### config.mk
export PLATFORM = sky130hd
export DESIGN_NAME = trigger_timestamp_counter
export DESIGN_NICKNAME = d
export VERILOG_FILES = /design/src/verilog/stamp_pkg.sv /design/src/verilog/trigger_timestamp_counter.sv
export SDC_FILE = /design/constraint.sdc
export NUM_CORES = 1
export LEC_CHECK = 0
export BUFFER_PORTS_ARGS = -buffer_cell sky130_fd_sc_hd__buf_4
export CORE_MARGIN = 5
export CORE_UTILIZATION = 45
export DETAILED_ROUTE_END_ITERATION = 8
export PLACE_DENSITY_LB_ADDON = 0.25
export SLEW_MARGIN = 20
export SYNTH_ARGS = -nofsm -noshare
export SYNTH_HDL_FRONTEND = slang
export SYNTH_SLANG_ARGS = --single-unit
export TNS_END_PERCENT = 10
### constraint.sdc
create_clock -name ref_clk -period 3.55 [get_ports ref_clk]
set_clock_uncertainty 0.2 [all_clocks]
set_input_delay 0.8875 -clock ref_clk [delete_from_list [all_inputs] [get_ports ref_clk]]
set_output_delay 0.8875 -clock ref_clk [all_outputs]
set_load 0.01 [all_outputs]
### src/verilog/stamp_pkg.sv
// constants for the trigger timestamp counter
package stamp_pkg;
   // command word fields
   localparam logic [31:0] clear_counters_cmd = 32'h0000_0001;
   localparam logic [31:0] explicit_reset_mode = 32'h0000_0002;
   localparam logic [31:0] start_clear_mode = 32'h0000_0004;
   localparam logic [31:0] clear_wait_ref_edge_cmd = 32'h0000_0008;
   localparam logic [31:0] full_width_sample_count = 32'h0000_0100;
   localparam logic [31:0] split_count_rising_ref = 32'h0000_0200;
   localparam logic [31:0] split_count_falling_ref = 32'h0000_0400;
   localparam logic [31:0] aux_input_capture_en = 32'h0000_1000;
   localparam logic [31:0] no_extra_stamps = 32'h0000_0000;
   localparam logic [31:0] first_a_area_stamp = 32'h0001_0000;
   localparam logic [31:0] trigger_source_encode = 32'h0002_0000;
   localparam logic [31:0] mode_field_mask = 32'h0000_0006;
   localparam logic [31:0] count_field_mask = 32'h0000_0700;
   // capability bitmap reported to the host
   localparam logic [31:0] available_modes_bitmap = 32'h0003_1706;
   // timeout unit and clock rate
   localparam int ref_clk_hz = 50_000_000;
   localparam int timeout_unit_ms = 1;
   localparam int cycles_per_ms = ref_clk_hz / 1000 * timeout_unit_ms;
   // reset values, widths and wait states
   localparam logic [31:0] cmd_reset_value = 32'h0000_0000;
   localparam logic [15:0] timeout_reset_value = 16'h0000;
   localparam int stamp_width = 64;
   localparam int aux_width = 64;
   localparam int upper_width = 32;
   localparam int src_width = 8;
   typedef enum logic [1:0]
   {
      st_idle = 2'b00,
      st_wait_edge = 2'b01,
      st_timed_out = 2'b10
   } wait_state_t;
endpackage

### src/verilog/trigger_timestamp_counter.sv
// trigger timestamp counter with split reference counting
`timescale 1ns/1ps
// What this block does
// - standard mode clears only on reset commands
// - start-clear mode clears at every card start
// - in standard mode only, wait-edge reset clears, waits edge with timeout
// - internal scheme counts full width on sampling clock
// - rising reference edges advance upper, lower samples
// - falling reference edges advance upper, lower samples
// - capture aux inputs into upper 64 stamp bits
// - no feature means trigger stamps only
// - first A sample stamp in dual time-base
// - report and store trigger source encoding
// - resets act only when clock and setup live
// - plain reset command clears counters
// - reference edge clears lower, increments upper
// - zero timeout disables wait timeout
module trigger_timestamp_counter
   import stamp_pkg::*;
#(
   parameter int timeout_cycles_per_ms = cycles_per_ms
)
(
   input wire logic ref_clk,
   input wire logic nrst,
   input wire logic cmd_write,
   input wire logic [31:0] cmd_data,
   input wire logic [15:0] timeout_ms,
   input wire logic clock_gen_active,
   input wire logic setup_in_hw,
   input wire logic card_start,
   input wire logic trigger,
   input wire logic first_a_sample,
   input wire logic dual_time_base,
   input wire logic [src_width-1:0] trigger_source,
   input wire logic [aux_width-1:0] aux_inputs,
   input wire logic ref_edge_pin,
   output logic [31:0] stamp_command_word,
   output logic [31:0] avail_modes,
   output logic [stamp_width-1:0] stamp_value,
   output logic [aux_width-1:0] stamp_upper,
   output logic stamp_valid,
   output logic wait_busy,
   output logic wait_timeout_flag
);
   // ****************************************
   // reference pin synchroniser
   // ****************************************
   logic [2:0] ref_sync;
   logic ref_level;
   always_ff @(posedge ref_clk or negedge nrst)
   begin
      if (!nrst)
         ref_sync <= 3'h0;
      else
         ref_sync <= {ref_sync[1:0], ref_edge_pin};
   end
   always_ff @(posedge ref_clk or negedge nrst)
   begin
      if (!nrst)
         ref_level <= 1'b0;
      else if (ref_sync[1] == ref_sync[2])
         ref_level <= ref_sync[2];
   end
   logic ref_rise;
   logic ref_fall;
   assign ref_rise = (ref_sync[1] == ref_sync[2]) && ref_sync[2] && !ref_level;
   assign ref_fall = (ref_sync[1] == ref_sync[2]) && !ref_sync[2] && ref_level;

   // ****************************************
   // command word
   // ****************************************
   logic [31:0] cmd_mode;
   logic [31:0] cmd_bits;
   logic hw_ready;
   logic do_clear;
   logic do_wait_clear;
   assign cmd_bits = cmd_data & ~(clear_counters_cmd | clear_wait_ref_edge_cmd);
   assign hw_ready = clock_gen_active && setup_in_hw;
   assign do_clear = cmd_write && (cmd_data & clear_counters_cmd) != 32'h0 && hw_ready;
   assign do_wait_clear = cmd_write && (cmd_data & clear_wait_ref_edge_cmd) != 32'h0
      && hw_ready && (cmd_mode & mode_field_mask) == explicit_reset_mode;
   always_ff @(posedge ref_clk or negedge nrst)
   begin
      if (!nrst)
         cmd_mode <= cmd_reset_value;
      else if (cmd_write && cmd_bits != 32'h0)
         cmd_mode <= cmd_bits;
   end
   always_ff @(posedge ref_clk or negedge nrst)
   begin
      if (!nrst)
      begin
         stamp_command_word <= cmd_reset_value;
         avail_modes <= 32'h0;
      end
      else
      begin
         stamp_command_word <= cmd_mode;
         avail_modes <= available_modes_bitmap;
      end
   end

   // ****************************************
   // reference edge wait with timeout
   // ****************************************
   wait_state_t wait_state;
   logic [31:0] wait_cnt;
   logic [15:0] ms_left;
   logic wait_edge;
   logic split_rise;
   logic split_fall;
   assign split_rise = (cmd_mode & count_field_mask) == split_count_rising_ref;
   assign split_fall = (cmd_mode & count_field_mask) == split_count_falling_ref;
   assign wait_edge = (split_fall ? ref_fall : ref_rise);
   always_ff @(posedge ref_clk or negedge nrst)
   begin
      if (!nrst)
      begin
         wait_state <= st_idle;
         wait_cnt <= 32'h0;
         ms_left <= timeout_reset_value;
      end
      else
      begin
         case (wait_state)
            st_idle:
            begin
               if (do_wait_clear)
               begin
                  wait_state <= st_wait_edge;
                  wait_cnt <= 32'h0;
                  ms_left <= timeout_ms;
               end
            end
            st_wait_edge:
            begin
               if (wait_edge)
                  wait_state <= st_idle;
               else if (ms_left != 16'h0)
               begin
                  if (wait_cnt == 32'(timeout_cycles_per_ms - 1))
                  begin
                     wait_cnt <= 32'h0;
                     if (ms_left == 16'h1)
                        wait_state <= st_timed_out;
                     ms_left <= ms_left - 16'h1;
                  end
                  else
                     wait_cnt <= wait_cnt + 32'h1;
               end
            end
            st_timed_out:
            begin
               if (do_wait_clear)
               begin
                  wait_state <= st_wait_edge;
                  wait_cnt <= 32'h0;
                  ms_left <= timeout_ms;
               end
               else if (do_clear)
                  wait_state <= st_idle;
            end
            default:
               wait_state <= st_idle;
         endcase
      end
   end
   always_ff @(posedge ref_clk or negedge nrst)
   begin
      if (!nrst)
      begin
         wait_busy <= 1'b0;
         wait_timeout_flag <= 1'b0;
      end
      else
      begin
         wait_busy <= (wait_state == st_wait_edge);
         wait_timeout_flag <= (wait_state == st_timed_out);
      end
   end

   // ****************************************
   // counters
   // ****************************************
   logic [stamp_width-1:0] count;
   logic split_mode;
   logic counter_edge;
   logic hold_clear;
   assign split_mode = split_rise || split_fall;
   assign counter_edge = (split_rise && ref_rise) || (split_fall && ref_fall);
   assign hold_clear = (wait_state != st_idle);
   always_ff @(posedge ref_clk or negedge nrst)
   begin
      if (!nrst)
         count <= '0;
      else if (do_clear || do_wait_clear || hold_clear)
         count <= '0;
      else if ((cmd_mode & mode_field_mask) == start_clear_mode && card_start)
         count <= '0;
      else if (split_mode && counter_edge)
      begin
         count[stamp_width-1 -: upper_width] <= count[stamp_width-1 -: upper_width]
            + 32'h1;
         count[stamp_width-upper_width-1:0] <= '0;
      end
      else if (split_mode)
         count[stamp_width-upper_width-1:0] <= count[stamp_width-upper_width-1:0] + 32'h1;
      else
         count <= count + 64'h1;
   end

   // ****************************************
   // stamp latch
   // ****************************************
   logic stamp_event;
   logic aux_en;
   logic src_en;
   assign aux_en = (cmd_mode & aux_input_capture_en) != 32'h0;
   assign src_en = (cmd_mode & trigger_source_encode) != 32'h0;
   assign stamp_event = trigger || ((cmd_mode & first_a_area_stamp) != no_extra_stamps
      && dual_time_base && first_a_sample);
   always_ff @(posedge ref_clk or negedge nrst)
   begin
      if (!nrst)
      begin
         stamp_value <= '0;
         stamp_upper <= '0;
         stamp_valid <= 1'b0;
      end
      else
      begin
         stamp_valid <= stamp_event && cmd_mode != cmd_reset_value;
         if (stamp_event)
         begin
            stamp_value <= count;
            if (aux_en)
               stamp_upper <= aux_inputs;
            else if (src_en && trigger)
               stamp_upper <= {{(aux_width-src_width){1'b0}}, trigger_source};
            else
               stamp_upper <= '0;
         end
      end
   end
endmodule

==> flow_metrics.env <==
export IMPL_synth_area_leaders="dfrtp_1 (56%), mux2_2 (7.4%), nand2_1 (5.1%)"
export IMPL_critPathCaptureType="register"
export IMPL_pwr_share_comb_pct=17.7
export IMPL_dr_first_iter_drc_count=741
export IMPL_synth_ff_type="dfrtp_1"
export IMPL_hold_violations=0
export IMPL_yosys_area_top_type="dfrtp_1"
export IMPL_ir_worst_vdd_v=0.000377
export IMPL_io_buffers=298
export IMPL_cts_resized=0
export IMPL_num_antenna_cells=0
export IMPL_cp_cell_sequence="inv_1 > ha_1 > or4b_2 > or4_1 > o311ai_2 > nor3_1 > mux2i_1 > nor3_1"
export IMPL_crit_fanout=8
export IMPL_fin_crit_ns=3.24
export IMPL_cts_root_buffer="clkbuf_16"
export IMPL_path_buf_inv=1
export IMPL_coreArea_um2=30400
export IMPL_synth_compound_area_share_pct=9.54
export IMPL_hold_class="primary input to asynchronous set/reset pin"
export IMPL_path_class="register to register"
export IMPL_grt_pass1_wl_um=59500
export IMPL_globalRouteMet2Util_pct=36.4
export IMPL_syn2layout_area_growth_pct=27.4
export IMPL_syn_avg_cell_area_um2=10.4
export IMPL_async_reset_ff_share_pct=100
export IMPL_cts_setup_buffers=0
export IMPL_worstPathRequired_ns=3.74
export IMPL_grt_util_all_layers_pct=21.4
export IMPL_final_util_pct=57.7
export IMPL_status="complete, no violations"
export IMPL_path_clk_slew_ns=0.06
export IMPL_antenna_found_initial=0
export IMPL_routedWlPerCell_um=18.5
export IMPL_cpPeakStageDelay_ns=0.58
export IMPL_cts_tree="built"
export IMPL_drv_slew=0
export IMPL_power_internal_mw=6.48
export IMPL_clkPwrFrac_pct=37.1
export IMPL_yosys_warnings=0
export IMPL_max_clock_path_buffers=3
export IMPL_io_pins=325
export IMPL_rows=64
export IMPL_die_h_um=185
export IMPL_place_area_um2=16500
export IMPL_synth_most_common_cell="dfrtp_1"
export IMPL_cts_hold_buf=0
export IMPL_critPathLaunchType="register"
export IMPL_grt_start_max_net_pins=92
export IMPL_synth_edff_count=0
export IMPL_fp_dieW_um=185
export IMPL_synthAdderAreaFrac_pct=0.727
export IMPL_grt_pass1_vias=11073
export IMPL_slew_headroom_pct=34.6
export IMPL_routabilityCongestion=0.901
export IMPL_synthMuxAreaShare_pct=7.58
export IMPL_dp_cells=1979
export IMPL_vias=11067
export IMPL_rsz0062_at_grt="no"
export IMPL_synthSimpleGateAreaFrac_pct=18.5
export IMPL_seqPwrFrac_pct=45.2
export IMPL_overflow=0
export IMPL_grt_use_met1_pct=28.2
export IMPL_cp_slowest_cell="or4b_2"
export IMPL_ant_nets=0
export IMPL_switching_share_pct=28.5
export IMPL_setup_viol=0
export IMPL_layout_drive_gt1_share_pct=30.1
export IMPL_fp_dieArea_um2=34200
export IMPL_finalPower_mw=9.07
export IMPL_routed_via_density=5.44
export IMPL_grt_busiest_layer="met2"
export IMPL_min_period_over_period_pct=91.3
export IMPL_syn_area_um2=13800
export IMPL_post_route_drc_count=0
export IMPL_num_fill_cells=2612
export IMPL_synth_xor_area_share_pct=3.24
export IMPL_cts_made_buffers=34
export IMPL_cts_sinks=310
export IMPL_drtPass1Iterations=6
export IMPL_tns_ns=0
export IMPL_use_met3_pct=4.83
export IMPL_fmax_mhz=309
export IMPL_p_leak_nw=8.12
export IMPL_cap_viol_max_count=0
export IMPL_fin_area_um2=17500
export IMPL_htreeDepth=2
export IMPL_cp_top_family="simple AND/OR/NAND/NOR gates"
export IMPL_synth_top_area_share_pct=56.3
export IMPL_clk_latency_ns=0.50
export IMPL_wl_um=37500
export IMPL_ys_seq_area_share_pct=56.3
export IMPL_arrival_ns=3.43
export IMPL_yosysUniqueCellTypes=64
export IMPL_cpMostUsedCell="nor3_1"
export IMPL_tightest_slew_ns=0.981
export IMPL_fin_cells=2034
export IMPL_postSynthCellCount=1319
export IMPL_p_per_area_nw_per_um2=517
export IMPL_synth_top_family_by_area="simple AND/OR/NAND/NOR gates"
export IMPL_yosys_top_cells_count="dfrtp_1 (310), nand2_1 (186), o21ai_0 (108), nor2_1 (93), mux2_2 (90)"
export IMPL_ys_seq_elements=310
export IMPL_p_sw_mw=2.59
export IMPL_start_util_pct=45.3
export IMPL_fin_nets=1757
export IMPL_dp_hpwl_um=27300
worst reg2reg max path: cells and delay by family (launching register included):
kind | cells | cell delay [ns]
buffers and inverters | 1 | 0.11
DFF | 1 | 0.42
and+or+nand+nor | 4 | 1.50
AOI/OAI and AO/OA | 1 | 0.57
muxes | 1 | 0.16
adders and majority gates | 1 | 0.19
per-layer routing:
layer | part of all wire, % | vias to the layer above
met3 | 8.2 | 56
met4 | 1.8 | 0
met5 | 0 | -
met1 | 41 | 5395
met2 | 49 | 391
li1 | - | 5225
area by class of cell:
type                    instances  area [um2]  share of cell area [%]
clock inverters                 3        18.8                   0.107
multi-input cells             920        5580                    31.8
flip-flops and latches        310        7760                    44.2
inverters                      18        67.6                   0.385
clock buffers                  52        1040                    5.93
well taps                     396         495                    2.82
repair buffers                335        2580                    14.7
cell families (layout without fill, tap and decap cells):
logic type	after synthesis	count (layout)
xor+xnor	51	51
flops	310	310
mux	93	93
compound gates	226	226
other cells	2	27
simple gates	515	515
buf+inv	114	408
fa+ha+maj	8	8
flip-flops by register name, summed over array words and instances, names as in the netlist:
register / flops
avail_modes: 1
cmd_mode: 30
count: 64
ms_left: 16
ref_level: 1
ref_sync: 3
stamp_command_word: 30
stamp_upper: 64
stamp_valid: 1
stamp_value: 64
wait_busy: 1
wait_cnt: 32
wait_state: 2
wait_timeout_flag: 1
power groups by stage:
stage | Clock [mW] | Combinational (mW) | Sequential [mW]
floorplan | 0 | 0.838 | 4.13
global placement | 0 | 1.59 | 4.13
detailed placement | 0 | 1.62 | 4.15
CTS | 3.46 | 1.63 | 4.09
global route | 3.61 | 1.78 | 4.13
finish | 3.36 | 1.61 | 4.09
cell usage in the layout (no fill, tap or decap), types with 3 or more instances in the layout:
| master | count |
|---|---|
| and4_1 | 7 |
| nor4_1 | 34 |
| a32oi_1 | 3 |
| o21ai_0 | 107 |
| conb_1 | 27 |
| xor2_1 | 24 |
| inv_1 | 17 |
| clkbuf_16 | 35 |
| buf_12 | 5 |
| clkbuf_1 | 7 |
| and3_1 | 15 |
| mux2i_1 | 3 |
| o22ai_1 | 5 |
| a22oi_1 | 9 |
| nor4b_1 | 4 |
| or4_1 | 18 |
| a21oi_1 | 52 |
| clkbuf_8 | 10 |
| nand3_1 | 36 |
| and2_1 | 8 |
| o31ai_1 | 19 |
| ha_1 | 8 |
| nor3_1 | 28 |
| nand2b_1 | 4 |
| nor2_1 | 93 |
| nand2_1 | 186 |
| buf_4 | 329 |
| mux2_2 | 90 |
| nor2b_1 | 4 |
| or2_2 | 6 |
| xnor2_1 | 27 |
| nand4_1 | 33 |
| a31oi_1 | 4 |
| or3_1 | 25 |
| a211oi_1 | 3 |
| dfrtp_1 | 309 |
per-stage QoR:
step	worst slack (ns)	hold WS [ns]
after floorplan	0.723	0.131
final	0.309	0.180
after CTS	0.320	0.193
after global routing	0.149	0.200
after detailed placement	0.347	0.185
after global placement	0.442	0.181
final timing paths:
check / endpoint / depth (start not counted) / slack (ns) / start
min reg2reg: stamp_command_word[15]$_DFF_PN0_ / 0 / 0.20 / cmd_mode[15]$_DFFE_PN0P_
min in group ref_clk: stamp_command_word[15]$_DFF_PN0_ / 0 / 0.20 / cmd_mode[15]$_DFFE_PN0P_
max reg2reg: wait_cnt[25]$_DFFE_PN0P_ / 8 / 0.31 / ms_left[0]$_DFFE_PN0P_
min: stamp_upper[51]$_DFFE_PN0P_ / 1 / 0.18 / nrst
max in group asynchronous: stamp_value[10]$_DFFE_PN0P_ / 2 / 2.16 / nrst
max: wait_cnt[25]$_DFFE_PN0P_ / 8 / 0.31 / ms_left[0]$_DFFE_PN0P_
Note: power is estimated with default switching activity, not from simulation.
